==> config.mk <==
export PLATFORM = sky130hd
export DESIGN_NAME = bsc_sideband_ctrl
export DESIGN_NICKNAME = d
export VERILOG_FILES = /design/src/logic/bsc_pkg.sv /design/src/logic/bsc_sideband_ctrl.sv /design/src/logic/bsc_sync_filter.sv
export VERILOG_INCLUDE_DIRS = /design/src /design/src/logic
export SDC_FILE = /design/constraint.sdc
export NUM_CORES = 1
export LEC_CHECK = 0
export CORE_UTILIZATION = 63
export DETAILED_ROUTE_END_ITERATION = 10
export DONT_BUFFER_PORTS = 1
export PLACE_DENSITY = 0.77
export SETUP_SLACK_MARGIN = 0.3
export SLEW_MARGIN = 20
export SYNTH_ARGS = -nofsm -noshare
export SYNTH_HDL_FRONTEND = slang
export SYNTH_SLANG_ARGS = --single-unit
==> constraint.sdc <==
create_clock -name ref_clk -period 1.7 [get_ports ref_clk]
set_input_delay 0.34 -clock ref_clk [delete_from_list [all_inputs] [get_ports ref_clk]]
set_output_delay 0.34 -clock ref_clk [all_outputs]
set_load 0.02 [all_outputs]
==> src/logic/bsc_defines.svh <==
// timing counts and reset values for the backplane sideband control block
`ifndef BSC_DEFINES_SVH
`define BSC_DEFINES_SVH

// core clock period, nanoseconds
`define BSC_CLK_PERIOD_NS 100
// settle time a sideband level must hold before it is acted on, nanoseconds
`define BSC_DEBOUNCE_NS 10000
// least time rounds up to whole cycles
`define BSC_DEBOUNCE_CYC ((`BSC_DEBOUNCE_NS + `BSC_CLK_PERIOD_NS - 1) / `BSC_CLK_PERIOD_NS)
// two-wire lines are only resynchronised, one stable sample is enough
`define BSC_LINE_FILTER_CYC 1
// sideband channels per x8 connector
`define BSC_SB_PER_CONN 2
// default number of x8 connectors
`define BSC_NUM_CONN 4

// reset values
`define BSC_RST_MGMT_RESET_N 1'b1
`define BSC_RST_PERST_OE 1'b1
`define BSC_RST_REFCLK_EN 1'b0
`define BSC_RST_PIN_LEVEL 1'b1

`endif

==> src/logic/bsc_pkg.sv <==
// types shared by the backplane sideband control block
`default_nettype none
package bsc_pkg;

  typedef enum logic [2:0]
  {
    SB_IDLE = 3'b000,
    SB_UNREC = 3'b001,
    SB_WAIT_DRIVE = 3'b010,
    SB_ACTIVE = 3'b011
  } bsc_sb_state_t;

  typedef enum logic
  {
    MP_PRESENCE = 1'b0,
    MP_CHANGE = 1'b1
  } bsc_mp_mode_t;

  // pin levels arriving from the connector, one sideband
  typedef struct packed {
    logic backplane_type_sel;
    logic mp_pin_in;
    logic mgmt_bus_clock_in;
    logic mgmt_bus_data_in;
  } bsc_pin_in_t;

  // pin drive toward the connector, one sideband
  typedef struct packed {
    logic mgmt_bus_reset_n;
    logic perst_n_out;
    logic perst_n_oe;
    logic refclk_en;
    logic mp_pin_out;
    logic mp_pin_oe;
    logic mgmt_bus_clock_out;
    logic mgmt_bus_clock_oe;
    logic mgmt_bus_data_out;
    logic mgmt_bus_data_oe;
  } bsc_pin_out_t;

  // settings from management firmware, one sideband
  typedef struct packed {
    logic target_resettable;
    logic mgmt_reset_req;
    logic clock_routing_cap;
    logic change_detect_n_capable;
    logic mgmt_clock_pull;
    logic mgmt_data_pull;
  } bsc_ctrl_t;

  // state reported to management firmware, one sideband
  typedef struct packed {
    logic unrecognised_bp;
    logic sb_configured;
    logic drive_present;
    logic cable_type;
    logic change_detect_n_mode;
    logic change_detect;
    logic mgmt_clock_level;
    logic mgmt_data_level;
    logic mgmt_clock_rise;
  } bsc_status_t;

endpackage
`default_nettype wire

==> src/logic/bsc_sideband_ctrl.sv <==
// per-sideband management logic of the storage switch adapter connectors
// ==========================================================================
// Notes on behaviour
// - every x8 connector carries independent sidebands A and B.
// - type select low: sideband left unconfigured, unrecognised backplane reported.
// - management bus reset is active low, only applied to resettable targets.
// - drive present low enables the reference clock of that lane quad.
// - clock routing capability zero forces the reference clock off.
// - PCIe reset held low from power-up until detection allows open-drain release.
// - PCIe reset stays asserted until the attached drive is detected.
// - multipurpose pin is open-drain; either side only pulls low or releases.
// - cable type reads as one when the pin floats high while the pin still means presence.
// - present drive with change-detect capable FRU switches pin to change detect.
// - management clock and data form the bidirectional two-wire bus.
// ==========================================================================
`timescale 1ns/1ns
`default_nettype none
`include "bsc_defines.svh"

module bsc_sideband_ctrl #(
  parameter int NUM_CONN = `BSC_NUM_CONN,
  parameter int DEBOUNCE_CYC = `BSC_DEBOUNCE_CYC,
  localparam int NUM_SB = NUM_CONN * `BSC_SB_PER_CONN
) (
  // clock and reset
  input wire logic ref_clk,
  input wire logic reset,
  // connector pins, index 2*c is side A and 2*c+1 side B of connector c
  input wire bsc_pkg::bsc_pin_in_t [NUM_SB-1:0] pin_in,
  output bsc_pkg::bsc_pin_out_t [NUM_SB-1:0] pin_out,
  // firmware side
  input wire bsc_pkg::bsc_ctrl_t [NUM_SB-1:0] ctrl,
  output bsc_pkg::bsc_status_t [NUM_SB-1:0] status
);

  initial
  begin
    if (NUM_CONN < 1)
    begin
      $error("bsc_sideband_ctrl: NUM_CONN must be at least 1");
    end
    if (DEBOUNCE_CYC < 1)
    begin
      $error("bsc_sideband_ctrl: DEBOUNCE_CYC must be at least 1");
    end
  end

  // ========================================================================
  // input synchronisation
  // ========================================================================

  logic [NUM_SB-1:0] type_lvl;
  logic [NUM_SB-1:0] type_vld;
  logic [NUM_SB-1:0] mp_lvl;
  logic [NUM_SB-1:0] mp_vld;
  logic [NUM_SB-1:0] scl_lvl;
  logic [NUM_SB-1:0] sda_lvl;

  genvar gi;
  generate
    for (gi = 0; gi < NUM_SB; gi++)
    begin : g_sb
      bsc_sync_filter #(.STABLE_CYC(DEBOUNCE_CYC)) u_type (
        .ref_clk(ref_clk),
        .reset(reset),
        .pin_async(pin_in[gi].backplane_type_sel),
        .level(type_lvl[gi]),
        .valid(type_vld[gi])
      );
      bsc_sync_filter #(.STABLE_CYC(DEBOUNCE_CYC)) u_mp (
        .ref_clk(ref_clk),
        .reset(reset),
        .pin_async(pin_in[gi].mp_pin_in),
        .level(mp_lvl[gi]),
        .valid(mp_vld[gi])
      );
      // two-wire lines only need resynchronising
      bsc_sync_filter #(.STABLE_CYC(`BSC_LINE_FILTER_CYC)) u_scl (
        .ref_clk(ref_clk),
        .reset(reset),
        .pin_async(pin_in[gi].mgmt_bus_clock_in),
        .level(scl_lvl[gi]),
        .valid()
      );
      bsc_sync_filter #(.STABLE_CYC(`BSC_LINE_FILTER_CYC)) u_sda (
        .ref_clk(ref_clk),
        .reset(reset),
        .pin_async(pin_in[gi].mgmt_bus_data_in),
        .level(sda_lvl[gi]),
        .valid()
      );
    end
  endgenerate

  // ========================================================================
  // state
  // ========================================================================

  typedef struct packed {
    bsc_pkg::bsc_sb_state_t fsm;
    bsc_pkg::bsc_mp_mode_t mode;
    logic present;
    logic perst_oe;
    logic refclk_en;
    logic mgmt_rst_n;
    logic scl_oe;
    logic sda_oe;
    logic mp_prev;
    logic scl_prev;
    logic unrec;
    logic cable_type;
    logic chg_pulse;
    logic scl_level;
    logic sda_level;
    logic scl_rise;
    logic configured;
  } bsc_sb_t;

  typedef struct packed {
    bsc_sb_t [NUM_SB-1:0] sb;
  } bsc_top_state_t;

  bsc_top_state_t st_q;
  bsc_top_state_t st_d;

  // ========================================================================
  // next state
  // ========================================================================

  always_comb
  begin
    st_d = st_q;
    for (int i = 0; i < NUM_SB; i++)
    begin
      st_d.sb[i].mp_prev = mp_lvl[i];
      st_d.sb[i].scl_prev = scl_lvl[i];
      st_d.sb[i].scl_level = scl_lvl[i];
      st_d.sb[i].sda_level = sda_lvl[i];
      st_d.sb[i].scl_rise = scl_lvl[i] && !st_q.sb[i].scl_prev;
      st_d.sb[i].chg_pulse = 1'b0;
      case (st_q.sb[i].fsm)
        bsc_pkg::SB_IDLE:
        begin
          // wait until both filters have seen a settled level
          // type select low
          if (type_vld[i] && mp_vld[i])
          begin
            st_d.sb[i].fsm = type_lvl[i] ? bsc_pkg::SB_WAIT_DRIVE : bsc_pkg::SB_UNREC;
          end
        end
        bsc_pkg::SB_UNREC:
        begin
          // a backplane rejumpered to two-wire is picked up again
          if (type_lvl[i])
          begin
            st_d.sb[i].fsm = bsc_pkg::SB_WAIT_DRIVE;
          end
        end
        bsc_pkg::SB_WAIT_DRIVE:
        begin
          if (!type_lvl[i])
          begin
            st_d.sb[i].fsm = bsc_pkg::SB_UNREC;
          end
          else if (!mp_lvl[i])
          begin
            st_d.sb[i].fsm = bsc_pkg::SB_ACTIVE;
            st_d.sb[i].present = 1'b1;
          end
        end
        bsc_pkg::SB_ACTIVE:
        begin
          if (!type_lvl[i])
          begin
            st_d.sb[i].fsm = bsc_pkg::SB_UNREC;
            st_d.sb[i].present = 1'b0;
            st_d.sb[i].mode = bsc_pkg::MP_PRESENCE;
          end
          // removal is only seen while the pin still means presence
          else if (st_q.sb[i].mode == bsc_pkg::MP_PRESENCE && mp_lvl[i])
          begin
            st_d.sb[i].fsm = bsc_pkg::SB_WAIT_DRIVE;
            st_d.sb[i].present = 1'b0;
          end
        end
        default:
        begin
          st_d.sb[i].fsm = bsc_pkg::SB_IDLE;
        end
      endcase

      // change-detect mode
      // judged on the next state, so leaving the active state hands the
      // pin back to presence use in the same cycle
      if (st_d.sb[i].fsm == bsc_pkg::SB_ACTIVE && st_d.sb[i].present
          && ctrl[i].change_detect_n_capable)
      begin
        st_d.sb[i].mode = bsc_pkg::MP_CHANGE;
      end
      else
      begin
        st_d.sb[i].mode = bsc_pkg::MP_PRESENCE;
      end
      // backplane pulls low
      // only while the mode stood before and still stands, so the falling
      // presence edge at entry is never taken for a change event
      if (st_q.sb[i].mode == bsc_pkg::MP_CHANGE && st_d.sb[i].mode == bsc_pkg::MP_CHANGE
          && st_q.sb[i].mp_prev && !mp_lvl[i])
      begin
        st_d.sb[i].chg_pulse = 1'b1;
      end

      if (st_q.sb[i].mode == bsc_pkg::MP_PRESENCE)
      begin
        st_d.sb[i].cable_type = mp_lvl[i];
      end

      st_d.sb[i].unrec = (st_d.sb[i].fsm == bsc_pkg::SB_UNREC);
      // the configured report has a flop of its own, not a decode at the pin
      st_d.sb[i].configured = (st_d.sb[i].fsm == bsc_pkg::SB_ACTIVE);
      // open-drain release
      // any fall back out of the active state clamps the reset again
      st_d.sb[i].perst_oe = (st_d.sb[i].fsm != bsc_pkg::SB_ACTIVE);
      st_d.sb[i].refclk_en = (st_d.sb[i].fsm == bsc_pkg::SB_ACTIVE)
                             && st_d.sb[i].present && ctrl[i].clock_routing_cap;
      // resettable targets only
      // requests toward an unsupported backplane are dropped
      st_d.sb[i].mgmt_rst_n = !(ctrl[i].mgmt_reset_req && ctrl[i].target_resettable
                                && st_q.sb[i].fsm != bsc_pkg::SB_UNREC);
      // two-wire bus pulls
      // no two-wire traffic toward a backplane that is not two-wire
      st_d.sb[i].scl_oe = ctrl[i].mgmt_clock_pull && st_q.sb[i].fsm != bsc_pkg::SB_UNREC;
      st_d.sb[i].sda_oe = ctrl[i].mgmt_data_pull && st_q.sb[i].fsm != bsc_pkg::SB_UNREC;
    end
  end

  // ========================================================================
  // registers
  // ========================================================================

  always_ff @(posedge ref_clk)
  begin
    if (reset)
    begin
      for (int i = 0; i < NUM_SB; i++)
      begin
        st_q.sb[i] <= '{fsm: bsc_pkg::SB_IDLE, mode: bsc_pkg::MP_PRESENCE,
                        present: 1'b0, perst_oe: `BSC_RST_PERST_OE,
                        refclk_en: `BSC_RST_REFCLK_EN,
                        mgmt_rst_n: `BSC_RST_MGMT_RESET_N, scl_oe: 1'b0,
                        sda_oe: 1'b0, mp_prev: `BSC_RST_PIN_LEVEL,
                        scl_prev: `BSC_RST_PIN_LEVEL, unrec: 1'b0,
                        cable_type: `BSC_RST_PIN_LEVEL, chg_pulse: 1'b0,
                        scl_level: `BSC_RST_PIN_LEVEL, sda_level: `BSC_RST_PIN_LEVEL,
                        scl_rise: 1'b0, configured: 1'b0};
      end
    end
    else
    begin
      st_q <= st_d;
    end
  end

  // ========================================================================
  // outputs
  // ========================================================================

  always_comb
  begin
    for (int i = 0; i < NUM_SB; i++)
    begin
      // every pin enable and status bit is a plain copy of a state flop; perst_n_out, mp_pin_oe and the pin data outputs are tied low
      pin_out[i].mgmt_bus_reset_n = st_q.sb[i].mgmt_rst_n;
      pin_out[i].perst_n_out = 1'b0;
      pin_out[i].perst_n_oe = st_q.sb[i].perst_oe;
      pin_out[i].refclk_en = st_q.sb[i].refclk_en;
      // the device never pulls the multipurpose pin; it only listens
      pin_out[i].mp_pin_out = 1'b0;
      pin_out[i].mp_pin_oe = 1'b0;
      pin_out[i].mgmt_bus_clock_out = 1'b0;
      pin_out[i].mgmt_bus_clock_oe = st_q.sb[i].scl_oe;
      pin_out[i].mgmt_bus_data_out = 1'b0;
      pin_out[i].mgmt_bus_data_oe = st_q.sb[i].sda_oe;
      status[i].unrecognised_bp = st_q.sb[i].unrec;
      status[i].sb_configured = st_q.sb[i].configured;
      status[i].drive_present = st_q.sb[i].present;
      status[i].cable_type = st_q.sb[i].cable_type;
      status[i].change_detect_n_mode = (st_q.sb[i].mode == bsc_pkg::MP_CHANGE);
      status[i].change_detect = st_q.sb[i].chg_pulse;
      status[i].mgmt_clock_level = st_q.sb[i].scl_level;
      status[i].mgmt_data_level = st_q.sb[i].sda_level;
      status[i].mgmt_clock_rise = st_q.sb[i].scl_rise;
    end
  end

endmodule
`default_nettype wire

==> src/logic/bsc_sync_filter.sv <==
// two-flop synchroniser followed by a stability filter for one pin
`timescale 1ns/1ns
`default_nettype none
`include "bsc_defines.svh"

module bsc_sync_filter #(
  parameter int STABLE_CYC = `BSC_DEBOUNCE_CYC
) (
  // clock and reset
  input wire logic ref_clk,
  input wire logic reset,
  // pin
  input wire logic pin_async,
  // filtered view
  output logic level,
  output logic valid
);

  localparam int CW = $clog2(STABLE_CYC + 1);

  initial
  begin
    if (STABLE_CYC < 1)
    begin
      $error("bsc_sync_filter: STABLE_CYC must be at least 1");
    end
  end

  typedef struct packed {
    logic meta;
    logic sync;
    logic level;
    logic valid;
    logic [CW-1:0] cnt;
  } bsc_sf_state_t;

  bsc_sf_state_t st_q;
  bsc_sf_state_t st_d;

  always_comb
  begin
    st_d = st_q;
    st_d.meta = pin_async;
    st_d.sync = st_q.meta;
    // a level is taken only after it held for the whole window
    if (st_q.sync == st_q.level)
    begin
      st_d.cnt = '0;
    end
    else if (st_q.cnt == CW'(STABLE_CYC - 1))
    begin
      st_d.cnt = '0;
      st_d.level = st_q.sync;
      st_d.valid = 1'b1;
    end
    else
    begin
      st_d.cnt = st_q.cnt + CW'(1);
    end
    // a pin already at its idle level counts as settled too
    if (st_q.sync == st_q.level && st_q.cnt == '0 && !st_q.valid)
    begin
      st_d.cnt = CW'(1);
    end
    if (!st_q.valid && st_q.sync == st_q.level && st_q.cnt == CW'(STABLE_CYC - 1))
    begin
      st_d.valid = 1'b1;
    end
    else if (!st_q.valid && st_q.sync == st_q.level && st_q.cnt != '0)
    begin
      st_d.cnt = st_q.cnt + CW'(1);
    end
  end

  always_ff @(posedge ref_clk)
  begin
    if (reset)
    begin
      st_q <= '{meta: `BSC_RST_PIN_LEVEL, sync: `BSC_RST_PIN_LEVEL,
                level: `BSC_RST_PIN_LEVEL, valid: 1'b0, cnt: '0};
    end
    else
    begin
      st_q <= st_d;
    end
  end

  assign level = st_q.level;
  assign valid = st_q.valid;

endmodule
`default_nettype wire

==> reports/results.ini <==
[run_status]
status = finished, violations left
violations = hold timing

[power_and_ir_drop]
power_frac_seq_pct = 50.1
peakVddDrop_mv = 1.03
cellLeakagePower_uw = 0.00721
switching_share_pct = 21.9
p_per_area_nw_per_um2 = 1070
pwr-share-clk_pct = 43.4
p_switching_uw = 4340
p_int_uw = 15500
p_comb_share_pct = 6.6

[setup_path]
critPathArrivalTime_ns = 1.85
cp_slowest_cell = or4_4
critPathRequiredTime_ns = 2.13
path_buf_inv = 0
critPathLaunchType = register
end_kind = register
path_cells = nor2b_4, a31oi_2, or4_4, nor3_2
critical_path_class = reg -> reg
cp_top_family = simple AND/OR/NAND/NOR gates
crit_fanout = 5
slowest_delay_ns = 0.57

[job]
maxCapViolations = 0

[grt]
grt_use_total_pct = 24.1
grt_pass1_wl_um = 48900
grt_max_degree = 136
grt_overflow = 0
antenna_found_initial = 1
grt_pass1_vias = 10500

[drt]
drc = 0
first_pass_iters = 5
detail-route-antenna-nets = 0
detailroute.via_count = 10800
routedWlPerCell_um = 15.8
wl_um = 32300
viasPerCell = 5.28
dr.first_iter.drc_count = 563

[layout]
final_nets = 1810
drive_above_1_share_pct = 19.5
fillers = 1403
syn2layout_area_growth_pct = 21.0
antenna_cells = 0

[timing]
worst_pin_slew_ns = 0.513
slew_headroom_pct = 65.7
fin_crit_ns = 1.42
grt_setup_unrepaired = yes
tns_ns = 0
setup_viol = 0
hold_viol = 1
hold_slack_ns = -0.0106
slew_violations = 0
max_freq_ghz = 0.702
post-route-period-util_pct = 83.8
finClkSkew_ns = 0.0103

[clock_tree]
cts-root-buf = clkbuf_16
cts_max_path_buffers = 3
tritoncts = built
clkTransAtPathRegs_ns = 0.07
insertion_delay_ns = 0.51
clock_sinks = 400
htree_levels = 2
cts_made_buffers = 39

[synthesis]
ys_ff_latch = 400
synth_edf_count = 0
synth_area_per_cell_um2 = 9.69
synthXorXnorAreaFrac_pct = 6.44
synth_top_family_by_area = simple AND/OR/NAND/NOR gates
yosysUniqueCellTypes = 57
ys_seq_area_share_pct = 52.1
ys.warnings.count = 0
muxShareOfSynthArea_pct = 1.89
synth_adder_area_share_pct = 2.61
async_flop_share_pct = 0
synth_compound_area_share_pct = 6.22
mappedNetlistArea_um2 = 15400
synth-simple-area-share_pct = 20.0
ys.flop_type = dfxtp_1
netlist.area_leader.share_pct = 52.1
synth_area_leaders = dfxtp_1 52%, buf_4 7.4%, nor2_1 4.2%
synthCells = 1586
synth_top_area_cell = dfxtp_1

[placed_design]
dpl.hpwl_um = 16700
gp_congestion = 0.793
port_buffers = 0

[min_path]
hold_class = in -> reg

[floorplan]
row_count = 56
start_util_pct = 64.9
die_x_um = 158
core-area_um2 = 23700
die_area_um2 = 25000
die_h_um = 158
top_level_ports = 234

per-stage QoR:
step / util (%) / instances / cell area (um2) / setup slack, ns / power (uW)
detailed placement: 62.4 / 1782 / 14800 / 0.0479 / 10900
finish: 78.5 / 2039 / 18600 / 0.275 / 19800
global placement: 62.4 / 1782 / 14800 / 0.0314 / 10900
floorplan: - / 1633 / 15500 / 0.341 / 10900
CTS: 76.5 / 2039 / 18100 / 0.259 / 19800
global route: 78.5 / 2039 / 18600 / 0.227 / 20500
final cells by class:
cell class	instances	area, um2	share of cell area, %
clock inverter	14	158	0.848
tap	319	399	2.15
sequential	400	8080	43.5
clock buffer	51	1120	6.05
multi-input combinational	952	6410	34.5
inverter	96	360	1.94
timing repair buffer	207	2050	11.0
state kept, by name, indices dropped and copies added (netlist names), 16 cells and up:
signal            cells
pin_out              40
g_sb.u_mp.st_q       64
g_sb.u_sda.st_q      16
g_sb.u_scl.st_q      16
g_sb.u_type.st_q     64
st_q                 32
status               72
layout by cell type, fill, tap and decap left out, types with 16 or more instances in the layout:
cell,Yosys,layout
nand4_1,19,19
buf_4,152,18
mux2i_1,29,29
dfxtp_2,0,39
nand2_1,82,81
and3_1,39,39
nand3_1,45,44
nor3_2,2,17
nor2_2,0,21
and2_1,28,27
dfxtp_1,400,354
xnor2_1,64,64
dlygate4sd3_1,0,184
xor2_1,49,49
o21ai_0,18,17
clkbuf_16,0,41
inv_1,95,94
nor3_1,32,16
a21oi_1,40,38
or2_2,87,87
nor4_1,25,18
ha_1,32,28
nor2_1,171,148
conb_1,1,48
final timing paths:
path,cells after the start,slack [ns],start,end
setup / recovery,4,0.28,st_q[74],status[31]
setup reg to reg,4,0.28,st_q[74],status[31]
hold / removal,2,-0.01,reset,status[50]
hold reg to reg,1,0.41,g_sb[5].u_type.st_d[9],g_sb[5].u_type.st_q[9]
worst reg2reg max path: cells and delay by family (launching register included):
kind,cells,cell delay [ns]
DFF,1,0.36
AOI/OAI and AO/OA,1,0.11
and+or+nand+nor,3,0.87
cell usage after synthesis (all sizes together) (2+ instances only):
cell type,n
or4,2
o311ai,3
xnor2,64
nand2b,15
and2,28
a21oi,40
nor3b,10
ha,32
and4,15
o21ai,19
xor2,49
buf,166
o211ai,8
nor4,25
o21a,6
inv,96
a21boi,5
a211o,16
nor2b,5
o31a,3
a21o,2
clkbuf,19
nand3,45
nor4b,4
a31o,14
nor2,171
or3,2
nand4b,5
o2111a,3
nand4,19
a31oi,4
and3,40
dfxtp,400
nand2,82
or2,87
mux2i,29
nor3,34
a32oi,4
a211oi,6
kinds of logic (layout without fill, tap and decap cells):
logic type               count (synthesis)  in the layout
XOR/XNOR                               113            113
flip-flops                             400            400
AO/OA/AOI/OAI                          138            138
other                                    1             48
buffers and inverters                  281            368
adder cells (fa/ha/maj)                 32             32
AND/OR/NAND/NOR                        592            592
multiplexers                            29             29
power by group through the flow:
stage | Combinational (uW) | Sequential, uW | Clock [uW]
global route | 1450 | 9950 | 9130
detailed placement | 825 | 10100 | 0
floorplan | 919 | 10000 | 0
finish | 1300 | 9920 | 8590
global placement | 788 | 10100 | 0
CTS | 1210 | 9900 | 8710
per-layer routing:
metal  vias up  track usage [%]  part of all wire, %
met4         0             7.51                  2.1
met1      5115             27.8                   41
met2       311             44.8                   52
met5         -                0                    0
met3        63             4.41                  4.7
li1       5268                -                    -
timing repair:
item	CTS	global route
resized for setup	30	141
cloned	0	0
endpoints found under the hold margin	211	6
hold buffers	190	2
pin swaps	10	24
endpoints found under the setup margin	64	152
setup buffers	2	5
No activity file was read; power rests on OpenSTA's default activity.
